<file path="config.mk">
export PLATFORM = sky130hd
export DESIGN_NAME = bcq_responder
export DESIGN_NICKNAME = d
export VERILOG_FILES = /design/src/rtl/bcq_pkg.sv /design/src/rtl/bcq_responder.sv
export SDC_FILE = /design/constraint.sdc
export NUM_CORES = 2
export LEC_CHECK = 0
export BUFFER_PORTS_ARGS = -buffer_cell sky130_fd_sc_hd__buf_2
export CORE_AREA = 2 2 276 482
export DETAILED_ROUTE_END_ITERATION = 12
export DIE_AREA = 0 0 278 484
export SKIP_CTS_REPAIR_TIMING = 1
export SLEW_MARGIN = 20
export SYNTH_ARGS = -nofsm -noshare
export SYNTH_HDL_FRONTEND = slang
export SYNTH_SLANG_ARGS = --single-unit
</file>
<file path="constraint.sdc">
create_clock -name mclk -period 10.3 [get_ports mclk]
set_clock_uncertainty 0.05 [all_clocks]
set_input_delay 1.03 -clock mclk [delete_from_list [all_inputs] [get_ports mclk]]
set_output_delay 1.03 -clock mclk [all_outputs]
set_load 0.05 [all_outputs]
</file>
<file path="src/rtl/bcq_pkg.sv">
// Function
// [RULE1] partition config set answered with code 0xAC unless checksum or id bad
// [RULE2] 0xAC answer: header 0-15, codes 16-19, checksum 20-23, then pad
// [RULE3] controller may send boot config query, code 0x2D, for one protocol
// [RULE4] query for a protocol the destination lacks fails as unsupported
// [RULE5] query: header 0-15, reserved 16-19, protocol 20-23, checksum, pad to 45
// [RULE6] protocol type in bits 7..0: 0 PXE, 1 iSCSI, 2 FCoE, 3 FC, 4 NVMeoFC
// [RULE7] every query answered with code 0xAD unless checksum or id bad
// [RULE8] answer carries stored boot settings of the requested protocol
// [RULE9] supported attributes without value are sent with length 0
// [RULE10] attribute values are unterminated ASCII strings
// [RULE11] answer: codes 16-19, protocol and count 20-23, items from byte 28
// [RULE12] answer echoes protocol type and only that protocol's attributes
// [RULE13] item: type bits 7..0, length bits 15..8, then value; PXE codes 0,1
// [RULE14] iSCSI codes 0x0-0x7, 0x10-0x18, 0x20-0x28; rest reserved
// [RULE15] FC codes 0x0-0x4 used; 0x5-0xF reserved
// [RULE16] FCoE codes 0x0-0x4 used; 0x5-0xF reserved
// [RULE17] iSCSI target vlan enable items 0x17 and 0x27 are boolean
// [RULE18] item count field equals the items actually sent
package bcq_pkg;
    localparam int NENT = 8;
    localparam logic [7:0] MAXLEN = 8'h08;
    // command and response codes
    localparam logic [7:0] CMD_SET_PART = 8'h2c;
    localparam logic [7:0] CMD_GET_BOOT = 8'h2d;
    localparam logic [7:0] RSP_FLAG     = 8'h80;
    localparam logic [15:0] RC_OK       = 16'h0000;
    localparam logic [15:0] RC_UNSUP    = 16'h0003;
    localparam logic [15:0] RS_NONE     = 16'h0000;
    localparam logic [15:0] RS_UNSUP    = 16'h7fff;
    // boot protocol types
    localparam logic [7:0] PR_PXE   = 8'h00;
    localparam logic [7:0] PR_ISCSI = 8'h01;
    localparam logic [7:0] PR_FCOE  = 8'h02;
    localparam logic [7:0] PR_FC    = 8'h03;
    localparam logic [7:0] PR_NVME  = 8'h04;
    // attribute code limits
    localparam logic [7:0] PXE_MAX  = 8'h01;
    localparam logic [7:0] FC_MAX   = 8'h04;
    localparam logic [7:0] IS_I_MAX = 8'h07;
    localparam logic [7:0] IS_T1_LO = 8'h10;
    localparam logic [7:0] IS_T1_HI = 8'h18;
    localparam logic [7:0] IS_T2_LO = 8'h20;
    localparam logic [7:0] IS_T2_HI = 8'h28;
    localparam logic [7:0] first_target_vlan_on  = 8'h17;
    localparam logic [7:0] second_target_vlan_on = 8'h27;
    localparam logic [7:0] ASCII_0  = 8'h30;
    // byte offsets in the response
    localparam logic [7:0] OFS_IID   = 8'h03;
    localparam logic [7:0] OFS_RTYPE = 8'h04;
    localparam logic [7:0] OFS_HEND  = 8'h0f;
    localparam logic [7:0] OFS_CEND  = 8'h13;
    localparam logic [7:0] OFS_PROTO = 8'h16;
    localparam logic [7:0] OFS_CNT   = 8'h17;
    localparam logic [7:0] OFS_QEND  = 8'h1b;
    localparam logic [7:0] OFS_TLV   = 8'h1c;
    localparam logic [7:0] OFS_CK_AC = 8'h14;
    localparam logic [7:0] MIN_LAST  = 8'h2d;
    // register offsets and reset values
    localparam logic [7:0] REG_CTRL = 8'h00;
    localparam logic [7:0] REG_SUPP = 8'h04;
    localparam logic [7:0] REG_SEL  = 8'h08;
    localparam logic [7:0] REG_META = 8'h0c;
    localparam logic [7:0] REG_DLO  = 8'h10;
    localparam logic [7:0] REG_DHI  = 8'h14;
    localparam logic [7:0] REG_STAT = 8'h18;
    localparam logic       CTRL_RST = 1'b1;
    localparam logic [4:0] SUPP_RST = 5'h1f;
    localparam int META_TYPE = 8;
    localparam int META_LEN  = 16;
    localparam int META_VLD  = 31;

    typedef struct packed {
        logic [7:0] code;
        logic [7:0] iid;
        logic [7:0] proto;
        logic       sum_ok;
        logic       id_ok;
    } bcq_cmd_t;

    typedef struct packed {
        logic        vld;
        logic [2:0]  proto;
        logic [7:0]  atype;
        logic [7:0]  len;
        logic [63:0] data;
    } bcq_ent_t;
endpackage : bcq_pkg

</file>
<file path="src/rtl/bcq_responder.sv">
`timescale 1ns/10ps
module bcq_responder
(
    // clock and reset
    input  wire logic             mclk,
    input  wire logic             arst_n,
    // register port
    input  wire logic [7:0]       reg_addr,
    input  wire logic [31:0]      reg_wdata,
    input  wire logic             reg_wr,
    input  wire logic             reg_rd,
    output logic [31:0]           reg_rdata,
    // parsed command
    input  wire logic             cmd_valid,
    output logic                  cmd_ready,
    input  wire bcq_pkg::bcq_cmd_t cmd,
    // response byte stream
    output logic                  rsp_valid,
    input  wire logic             rsp_ready,
    output logic [7:0]            rsp_data,
    output logic                  rsp_last
);
    import bcq_pkg::*;

    typedef enum logic [3:0]
    {
        S_IDLE, S_HDR, S_CODE, S_QW, S_TL0, S_TL1, S_VAL, S_ALN, S_CK, S_PAD
    } bcq_st_t;

    bcq_st_t     st_q, ost_q;
    bcq_cmd_t    cmd_q;
    bcq_ent_t    ent_q [NENT];
    logic        en_q, fail_q, vld_q, last_q;
    logic [4:0]  supp_q;
    logic [2:0]  sel_q, idx_q;
    logic [7:0]  pos_q, opos_q, vi_q, byte_q, cnt_q, tl_cnt_q;
    logic [7:0]  rcnt_q, dcnt_q;
    logic [31:0] sum_q, ck;
    logic        take, ok, unsup, adv, is_q, is_last;
    logic [7:0]  cur_byte, cur_len;
    logic [3:0]  nxt, first;

    ////////////////////////////////////////////////////////////////////////
    // attribute code legality per protocol
    function automatic logic attr_legal(logic [7:0] p, logic [7:0] t);
        logic r;
        r = 1'b0;
        unique case (p)
            PR_PXE:   r = t <= PXE_MAX;                            // RULE13
            PR_ISCSI: r = t <= IS_I_MAX                            // RULE14
                          || (t >= IS_T1_LO && t <= IS_T1_HI)
                          || (t >= IS_T2_LO && t <= IS_T2_HI);
            PR_FCOE:  r = t <= FC_MAX;                             // RULE16
            PR_FC:    r = t <= FC_MAX;                             // RULE15
            default:  r = 1'b0;                                    // RULE6
        endcase
        return r;
    endfunction : attr_legal

    // entry belongs to the requested protocol
    function automatic logic match(bcq_ent_t e, logic [7:0] p);
        return e.vld && {5'h00, e.proto} == p && attr_legal(p, e.atype);
    endfunction : match

    // boolean items
    function automatic logic is_bool(bcq_ent_t e);
        return e.proto == PR_ISCSI[2:0] && (e.atype == first_target_vlan_on
               || e.atype == second_target_vlan_on);
    endfunction : is_bool

    // length sent for an entry
    function automatic logic [7:0] tlv_len(bcq_ent_t e);
        if (is_bool(e) && e.len != 8'h00)
            return 8'h01;                                          // RULE17
        return e.len;                                              // RULE9
    endfunction : tlv_len

    // next matching entry at or after start, NENT when none
    function automatic logic [3:0] next_match(logic [3:0] s, logic [7:0] p);
        logic [3:0] r;
        r = 4'(NENT);
        for (int i = NENT - 1; i >= 0; i--)
            if (4'(i) >= s && match(ent_q[i], p))
                r = 4'(i);
        return r;
    endfunction : next_match

    // number of entries that will be sent for a protocol
    function automatic logic [7:0] count_match(logic [7:0] p);
        logic [7:0] n;
        n = 8'h00;
        for (int i = 0; i < NENT; i++)
            if (match(ent_q[i], p))
                n = n + 8'h01;
        return n;
    endfunction : count_match

    ////////////////////////////////////////////////////////////////////////
    // command acceptance
    assign cmd_ready = st_q == S_IDLE;
    assign take      = cmd_valid && cmd_ready;
    assign ok        = en_q && cmd.sum_ok && cmd.id_ok                // RULE1
                       && (cmd.code == CMD_SET_PART
                           || cmd.code == CMD_GET_BOOT);              // RULE7
    assign unsup     = cmd.code == CMD_GET_BOOT && (cmd.proto > PR_NVME
                       || !supp_q[cmd.proto[2:0]]);                   // RULE4
    assign is_q      = cmd_q.code == CMD_GET_BOOT;
    assign adv       = st_q != S_IDLE && (!vld_q || rsp_ready);
    assign ck        = ~sum_q + 32'h1;
    assign cur_len   = tlv_len(ent_q[idx_q]);
    assign nxt       = next_match(4'(idx_q) + 4'h1, cmd_q.proto);
    assign first     = next_match(4'h0, cmd_q.proto);

    // byte for the current position
    always_comb
    begin
        cur_byte = 8'h00;
        unique case (st_q)
            S_HDR:
                if (pos_q == OFS_IID)
                    cur_byte = cmd_q.iid;
                else if (pos_q == OFS_RTYPE)
                    cur_byte = cmd_q.code | RSP_FLAG;              // RULE1
            S_CODE:
                unique case (pos_q[1:0])
                    2'h0: cur_byte = fail_q ? RC_UNSUP[15:8] : RC_OK[15:8];
                    2'h1: cur_byte = fail_q ? RC_UNSUP[7:0] : RC_OK[7:0];
                    2'h2: cur_byte = fail_q ? RS_UNSUP[15:8] : RS_NONE[15:8];
                    2'h3: cur_byte = fail_q ? RS_UNSUP[7:0] : RS_NONE[7:0];
                endcase
            S_QW:
                if (pos_q == OFS_PROTO)
                    cur_byte = cmd_q.proto;                        // RULE12
                else if (pos_q == OFS_CNT)
                    cur_byte = fail_q ? 8'h00 : cnt_q;             // RULE18
            S_TL0: cur_byte = cur_len;                             // RULE13
            S_TL1: cur_byte = ent_q[idx_q].atype;
            S_VAL:
                if (is_bool(ent_q[idx_q]))
                    cur_byte = ASCII_0 | {7'h00, ent_q[idx_q].data[0]};
                else
                    cur_byte = ent_q[idx_q].data[vi_q[2:0]*8 +: 8]; // RULE10
            S_CK: cur_byte = ck[(5'd24 - {vi_q[1:0], 3'b000}) +: 8];
            default: cur_byte = 8'h00;
        endcase
    end

    assign is_last = (st_q == S_CK && vi_q == 8'h03 && pos_q >= MIN_LAST)
                     || (st_q == S_PAD && pos_q == MIN_LAST);      // RULE2

    ////////////////////////////////////////////////////////////////////////
    // response sequencer
    always_ff @(posedge mclk or negedge arst_n)
    begin
        if (!arst_n)
        begin
            st_q  <= S_IDLE;
            pos_q <= 8'h00;
            vi_q  <= 8'h00;
            idx_q <= 3'h0;
        end
        else if (take)
        begin
            st_q  <= ok ? S_HDR : S_IDLE;
            pos_q <= 8'h00;
        end
        else if (adv)
        begin
            pos_q <= pos_q + 8'h01;
            vi_q  <= vi_q + 8'h01;
            unique case (st_q)
                S_HDR:
                    if (pos_q == OFS_HEND)
                        st_q <= S_CODE;
                S_CODE:
                    if (pos_q == OFS_CEND)
                    begin
                        st_q <= is_q ? S_QW : S_CK;                // RULE2
                        vi_q <= 8'h00;
                    end
                S_QW:
                    if (pos_q == OFS_QEND)
                    begin
                        st_q  <= (!fail_q && first != 4'(NENT))
                                 ? S_TL0 : S_CK;                   // RULE11
                        idx_q <= first[2:0];
                        vi_q  <= 8'h00;
                    end
                S_TL0: st_q <= S_TL1;
                S_TL1, S_VAL:
                begin
                    if (st_q == S_TL1 && cur_len != 8'h00)
                    begin
                        st_q <= S_VAL;
                        vi_q <= 8'h00;
                    end
                    else if (st_q == S_TL1 || vi_q + 8'h01 == cur_len)
                    begin
                        vi_q  <= 8'h00;
                        idx_q <= nxt[2:0];
                        if (nxt != 4'(NENT))
                            st_q <= S_TL0;                          // RULE8
                        else
                            st_q <= pos_q[1:0] == 2'h3 ? S_CK : S_ALN;
                    end
                end
                S_ALN:
                    if (pos_q[1:0] == 2'h3)
                    begin
                        st_q <= S_CK;
                        vi_q <= 8'h00;
                    end
                S_CK:
                    if (vi_q == 8'h03)
                        st_q <= is_last ? S_IDLE : S_PAD;
                S_PAD:
                    if (is_last)
                        st_q <= S_IDLE;
                default: st_q <= S_IDLE;
            endcase
        end
    end

    // command latch and item count
    always_ff @(posedge mclk or negedge arst_n)
    begin
        if (!arst_n)
        begin
            cmd_q  <= '0;
            fail_q <= 1'b0;
            cnt_q  <= 8'h00;
        end
        else if (take)
        begin
            cmd_q  <= cmd;
            fail_q <= unsup;
            cnt_q  <= 8'h00;
        end
        else if (st_q == S_HDR && pos_q == 8'h00)
            cnt_q <= count_match(cmd_q.proto);                     // RULE18
    end

    // running checksum over 16-bit words
    always_ff @(posedge mclk or negedge arst_n)
    begin
        if (!arst_n)
            sum_q <= 32'h0;
        else if (take)
            sum_q <= 32'h0;
        else if (adv && st_q != S_CK && st_q != S_PAD)
            sum_q <= sum_q + (pos_q[0] ? {24'h0, cur_byte}
                                       : {16'h0, cur_byte, 8'h00});
    end

    // output byte holding stage
    always_ff @(posedge mclk or negedge arst_n)
    begin
        if (!arst_n)
        begin
            vld_q  <= 1'b0;
            byte_q <= 8'h00;
            last_q <= 1'b0;
            ost_q  <= S_IDLE;
            opos_q <= 8'h00;
        end
        else if (adv)
        begin
            vld_q  <= 1'b1;
            byte_q <= cur_byte;
            last_q <= is_last;
            ost_q  <= st_q;
            opos_q <= pos_q;
        end
        else if (rsp_ready)
            vld_q <= 1'b0;
    end

    assign rsp_valid = vld_q;
    assign rsp_data  = byte_q;
    assign rsp_last  = last_q && vld_q;

    ////////////////////////////////////////////////////////////////////////
    // control registers and counters
    always_ff @(posedge mclk or negedge arst_n)
    begin
        if (!arst_n)
        begin
            en_q   <= CTRL_RST;
            supp_q <= SUPP_RST;
            sel_q  <= 3'h0;
            rcnt_q <= 8'h00;
            dcnt_q <= 8'h00;
        end
        else
        begin
            if (reg_wr && reg_addr == REG_CTRL)
                en_q <= reg_wdata[0];
            if (reg_wr && reg_addr == REG_SUPP)
                supp_q <= reg_wdata[4:0];
            if (reg_wr && reg_addr == REG_SEL)
                sel_q <= reg_wdata[2:0];
            if (take && ok)
                rcnt_q <= rcnt_q + 8'h01;
            if (take && !ok)
                dcnt_q <= dcnt_q + 8'h01;
        end
    end

    // stored boot attribute table
    always_ff @(posedge mclk or negedge arst_n)
    begin
        if (!arst_n)
        begin
            for (int i = 0; i < NENT; i++)
                ent_q[i] <= '0;
        end
        else if (reg_wr && reg_addr == REG_META)
        begin
            ent_q[sel_q].proto <= reg_wdata[2:0];
            ent_q[sel_q].atype <= reg_wdata[META_TYPE +: 8];
            ent_q[sel_q].len   <= reg_wdata[META_LEN +: 8] > MAXLEN
                                  ? MAXLEN : reg_wdata[META_LEN +: 8];
            ent_q[sel_q].vld   <= reg_wdata[META_VLD];
        end
        else if (reg_wr && reg_addr == REG_DLO)
            ent_q[sel_q].data[31:0] <= reg_wdata;
        else if (reg_wr && reg_addr == REG_DHI)
            ent_q[sel_q].data[63:32] <= reg_wdata;
    end

    // register read data, one cycle after the strobe
    always_ff @(posedge mclk or negedge arst_n)
    begin
        if (!arst_n)
            reg_rdata <= 32'h0;
        else if (reg_rd)
        begin
            unique case (reg_addr)
                REG_CTRL: reg_rdata <= {31'h0, en_q};
                REG_SUPP: reg_rdata <= {27'h0, supp_q};
                REG_SEL:  reg_rdata <= {29'h0, sel_q};
                REG_META: reg_rdata <= {ent_q[sel_q].vld, 7'h00,
                                        ent_q[sel_q].len, ent_q[sel_q].atype,
                                        5'h00, ent_q[sel_q].proto};
                REG_DLO:  reg_rdata <= ent_q[sel_q].data[31:0];
                REG_DHI:  reg_rdata <= ent_q[sel_q].data[63:32];
                REG_STAT: reg_rdata <= {8'h00, dcnt_q, rcnt_q, 7'h00,
                                        st_q != S_IDLE};
                default:  reg_rdata <= 32'h0;
            endcase
        end
    end

    ////////////////////////////////////////////////////////////////////////
    // checks
    always_ff @(posedge mclk or negedge arst_n)
    begin
        if (!arst_n)
            tl_cnt_q <= 8'h00;
        else if (take)
            tl_cnt_q <= 8'h00;
        else if (adv && st_q == S_TL0)
            tl_cnt_q <= tl_cnt_q + 8'h01;
    end
endmodule : bcq_responder

</file>
* After elaboration in Yosys (flattened, before gate mapping)
Cells that the tools add are included.
Word-level totals: logic and storage cells 472, memory bits (writable) 0, bits in latches 0, input port bits 72, memories 0, output and inout bits 43, flip-flop bits (word level) 827, memory bits (read-only) 0
Cells by class: $add $sub $neg 15, equality and inequality tests 59, mux-type cells 143, $lt $le $gt $ge 71, reduce and logical (&&, ||, !) cells 119, multipliers 0, divide/modulo/power cells 0, shift-type cells 2, bitwise logic cells 4
Operator list (count):
- $bwmux W672 | 6
- $mux W672 | 3
- $demux W84 S3 | 6
- $bmux W84 S3 | 2
- $mux W8 | 40
- $mux W84 | 3
- $mux W83 | 3
- $pmux W32 S7 | 1
- $le A8 B3 Y1 const B | 16
- $mux W4 | 31
- $mux W32 | 3
- $add A8 B1 Y8 const B | 11
- $mux W80 | 1
- $logic_and A1 B1 Y1 | 74
- $ge A8 B6 Y1 const B | 9
- $mux W72 | 1
- $eq A3 B8 Y1 | 8
- $eq A8 B5 Y1 const B | 8
- $ge A8 B5 Y1 const B | 8
- $le A8 B1 Y1 const B | 8
- $le A8 B5 Y1 const B | 8
- $le A8 B6 Y1 const B | 8
- $mux W64 | 1
- $pmux W8 S4 | 2
- other kinds (57) | 152

* Logic depth before layout (Yosys ltp)
depth after elaboration 39, depth in mapped cells 28

* Worst setup path after synthesis
Ideal clock, no wire load.
path type reg2reg, start point register idx_q[0], end point register sum_q[26], path buffers 3, slack 4465 ps, stages on the path, launching flop included 26, clock period less this slack 5835 ps, required time 10118 ps, setup time 132 ps, data arrival time 5654 ps, cell sequence dfrtp_1 -> buf_2 -> buf_6 -> buf_2 -> mux4_2 -> nor4_1 -> nand2_1 -> o21ai_0 -> o21ai_4 -> a211o_1 -> a21oi_1 -> o21ai_0 -> and2_1 -> ha_1 -> fa_1 -> a21o_1 -> a21oi_1 -> o21bai_1 -> a21oi_1 -> o21bai_1 -> a41oi_1 -> a2111oi_0 -> o311ai_0 -> a21boi_0 -> xnor2_1 -> nor2_1
Between the ends: word-level cells in the longest chain between the ends 15, elaborated cells between the ends (all ways) 20, those cells by class 1 x add/sub; 3 x eq/ne; 1 x shift; 10 x mux; 1 x bitwise; 4 x reduce/logical
Ends and longest elaborated chain:
- from (decl) | RTL line bcq_responder.sv:35 | logic [2:0] sel_q, idx_q;
- from (signal assigned) | RTL line bcq_responder.sv:186 | idx_q <= first[2:0];
- from (signal assigned) | RTL line bcq_responder.sv:200 | idx_q <= nxt[2:0];
- $not A3 Y4 (implied by the code) (*)
- $bmux W84 S3 (*)
- $mux W83 (implied by the code) (*) (2 in a row) | RTL line bcq_responder.sv:142 | cur_byte = ent_q[idx_q].data[vi_q[2:0]*8 +: 8];
- parallel branches: the longest is 6 deep, another holds $shiftx A64 B7 Y8
- $pmux W8 S7 (*) | RTL line bcq_responder.sv:118 | unique case (st_q)
- $mux W16 (*) | RTL line bcq_responder.sv:251 | sum_q <= sum_q + (pos_q[0] ? {24'h0, cur_byte}
- $add A32 B16 Y32 (*) | RTL line bcq_responder.sv:251
- $mux W32 (*) | RTL line bcq_responder.sv:250 | else if (adv && st_q != S_CK && st_q != S_PAD)
- $mux W32 (*) | RTL line bcq_responder.sv:248 | else if (take)
- to (signal assigned) | RTL line bcq_responder.sv:251
- to (decl) | RTL line bcq_responder.sv:38 | logic [31:0] sum_q, ck;
Mark *: on every way between the ends. The select of a mux whose other input is x is not followed. A chain may end at the register's enable or synchronous reset.

* Worst setup path after layout
start point register idx_q[0], end point register sum_q[22]
The elaborated chain is that of the path after synthesis.

==> flow_summary.yaml <==
outcome:
  outcome: "finished clean"
synth:
  yosysTopAreaCell: "dfrtp_1"
  synth_cell_type_count: 99
  seq_area_frac_synth: 0.456
  synth-async-reset-ratio: 1.00
  yosys_register_bits: 827
  yosysWarnings: 0
  ys.flop_type: "dfrtp_1"
  syn_nets: 4032
  synth_edf_count: 0
  synth_area_leaders: "dfrtp_1 (45%), mux2_2 (16%), mux4_2 (4.8%), a22oi_1 (3.8%), mux2i_1 (3.2%)"
  synth_top_cell_area_share: 0.453
  syn-cell-area_um2: 45400
  syn_avg_cell_area_um2: 11.6
  syn_inst: 3923
timing:
  setup_viol: 0
  maxSlewHeadroom: 0.224
  finalMaxSlewViolations: 0
  rsz0062_at_grt: "false"
  fin_crit_ns: 7.59
  period_share: 0.737
  setup_tns_ns: 0
  hold_viol_final: 0
  clock.fmax_mhz: 132
  tightest_slew_ns: 1.13
final_layout:
  area_growth_pct: 11.2
  final_common_cell: "dfrtp_1"
  final_layout_size_suffix_gt1_frac: 0.293
  layout_common_cells: "dfrtp_1 (817), mux2_2 (638), nand2_1 (244)"
  fin_cells: 5629
  num-nets-final: 3976
clock_tree:
  root_buffer: "clkbuf_16"
  cts_buffers: 81
  cts.sinks: 827
  cts_tree: "yes"
  clock_latency_ns: 0.69
  clk_pin_slew_ns: 0.06
  clock_path_buffers: 3
  cts_htree_levels: 3
power:
  p_per_area_nw_per_um2: 186
  p_leak_uw: 0.0218
  peakVddDrop_v: 0.000139
  p_total_uw: 9380
floorplanning:
  core_area_um2: 131000
  initial_utilization: 0.346
  fp-row-count: 176
  dieWidth_um: 278
  dieArea_um2: 135000
  pin_count: 115
  die-height_um: 484
placement:
  hpwlAfterDp_um: 106000
  place.gp.congestion: 0.939
  portBuffers: 114
  placed_cells: 5475
detailed_routing:
  final_antenna_net_count: 0
  route.vias.total: 35200
  routed_wl_um: 165000
  post_drt_via_cell_ratio: 6.25
  first_pass_iters: 6
  wl_per_cell_um: 29.2
  drc: 0
  drt_iter0_markers: 3400
setup_path:
  worst-setup-path-type: "reg2reg"
  crit_end: "sum_q[22]"
  path_max_fanout: 40
  end_kind: "register"
  start_kind: "register"
  critPathArrivalTime_ns: 8.14
  startpoint: "idx_q[0]"
  reg2regPathDepth: 23
  r2r_end: "sum_q[22]"
  crit_required_ns: 10.84
  reg2reg_slack_ns: 2.71
  r2r_start: "idx_q[0]"
grt:
  antenna_found_initial: 24
  grt_pass1_vias: 35500
  grt_overflow: 0
  track_usage: 0.242
  grt_first_pass_wirelength_um: 244000
  grt_max_degree: 165
hold_path:
  hp-class: "in2async"
run:
  cap_violations: 0
==> registers in the layout, indices dropped and copies added, names as in the netlist <==
register,cells
rsp_valid,1
sel_q,3
cnt_q,8
dcnt_q,8
pos_q,8
en_q,1
cmd_q,24
ent_q,672
vi_q,8
last_q,1
rcnt_q,8
fail_q,1
reg_rdata,32
sum_q,32
rsp_data,8
supp_q,5
idx_q,3
st_q,4
==> synth_stat cells (all sizes together) (93+ instances only) <==
library cell,count
nand2,245
mux4,109
a22oi,230
a221oi,116
o21ai,143
clkbuf,238
nor2,159
a21oi,96
dfrtp,821
mux2,642
buf,98
mux2i,145
a31oi,93
==> layout make-up <==
class / count / area (µm²)
Antenna cell: 7 / 17.5
Multi-Input combinational cell: 2727 / 23400
Inverter: 33 / 124
Clock buffer: 103 / 2260
Sequential cell: 827 / 20700
Clock inverter: 44 / 526
Timing Repair Buffer: 197 / 1310
Fill cell: 12500 / 80600
Tap cell: 1691 / 2120
==> power breakdown <==
part / leakage [µW] / total, µW / internal [µW] / switching [µW]
sequential: 0.0114 / 3700 / 3400 / 297
clock: 0.00137 / 3200 / 1810 / 1380
combinational: 0.00906 / 2490 / 861 / 1630
==> worst min path at each step <==
| stage | depth (start not counted) | end |
|---|---|---|
| final | 1 | ent_q[333] |
| after global placement | 1 | dcnt_q[7] |
| after global routing | 1 | ent_q[249] |
| after floorplan | 2 | last_q |
| after detailed placement | 2 | rsp_data[4] |
| after CTS | 1 | cmd_q[21] |
==> critical path, cell delays in order, from the launching register on <==
cell and delay, ns:
dfrtp_4 0.97, buf_4 0.69, mux4_2 0.61, nor4_1 0.30
nand2_1 0.08, o21ai_0 0.65, o21ai_4 0.08, a211o_1 0.32
a21oi_1 0.10, o21ai_0 0.13, and2_1 0.19, ha_1 0.20
fa_1 0.40, a21o_1 0.19, a21oi_1 0.25, o21bai_1 0.10
a21oi_1 0.23, o21bai_1 0.12, a41oi_1 0.32, a2111oi_0 0.22
o311ai_0 0.67, nand2_1 0.26, nand2_1 0.14, mux2i_1 0.20
==> logic make-up after synthesis <==
logic type | share of synthesized area
mux | 0.247
compound gates | 0.147
buf+inv | 0.0328
fa+ha+maj | 0.0104
simple gates | 0.0826
xor+xnor | 0.0241
flops | 0.456
==> metrics by stage <==
step | worst slack [ns] | cell area [µm²] | util | hold WS [ns]
floorplan | 4.46 | 45400 | - | 0.388
global placement | 2.84 | 47600 | 0.363 | 0.410
detailed placement | 2.68 | 47600 | 0.363 | 0.416
CTS | 2.63 | 50400 | 0.385 | 0.353
global route | 2.10 | 50400 | 0.385 | 0.411
finish | 2.71 | 50400 | 0.385 | 0.345
==> per-layer routing <==
metal / vias up / track usage / part of all wire
li1: 14800 / - / -
met1: 18000 / 0.276 / 0.36
met2: 1762 / 0.411 / 0.49
met3: 573 / 0.0484 / 0.073
met4: 24 / 0.155 / 0.074
met5: - / 0 / 0.0010
Power figures use the tool's default switching activity.
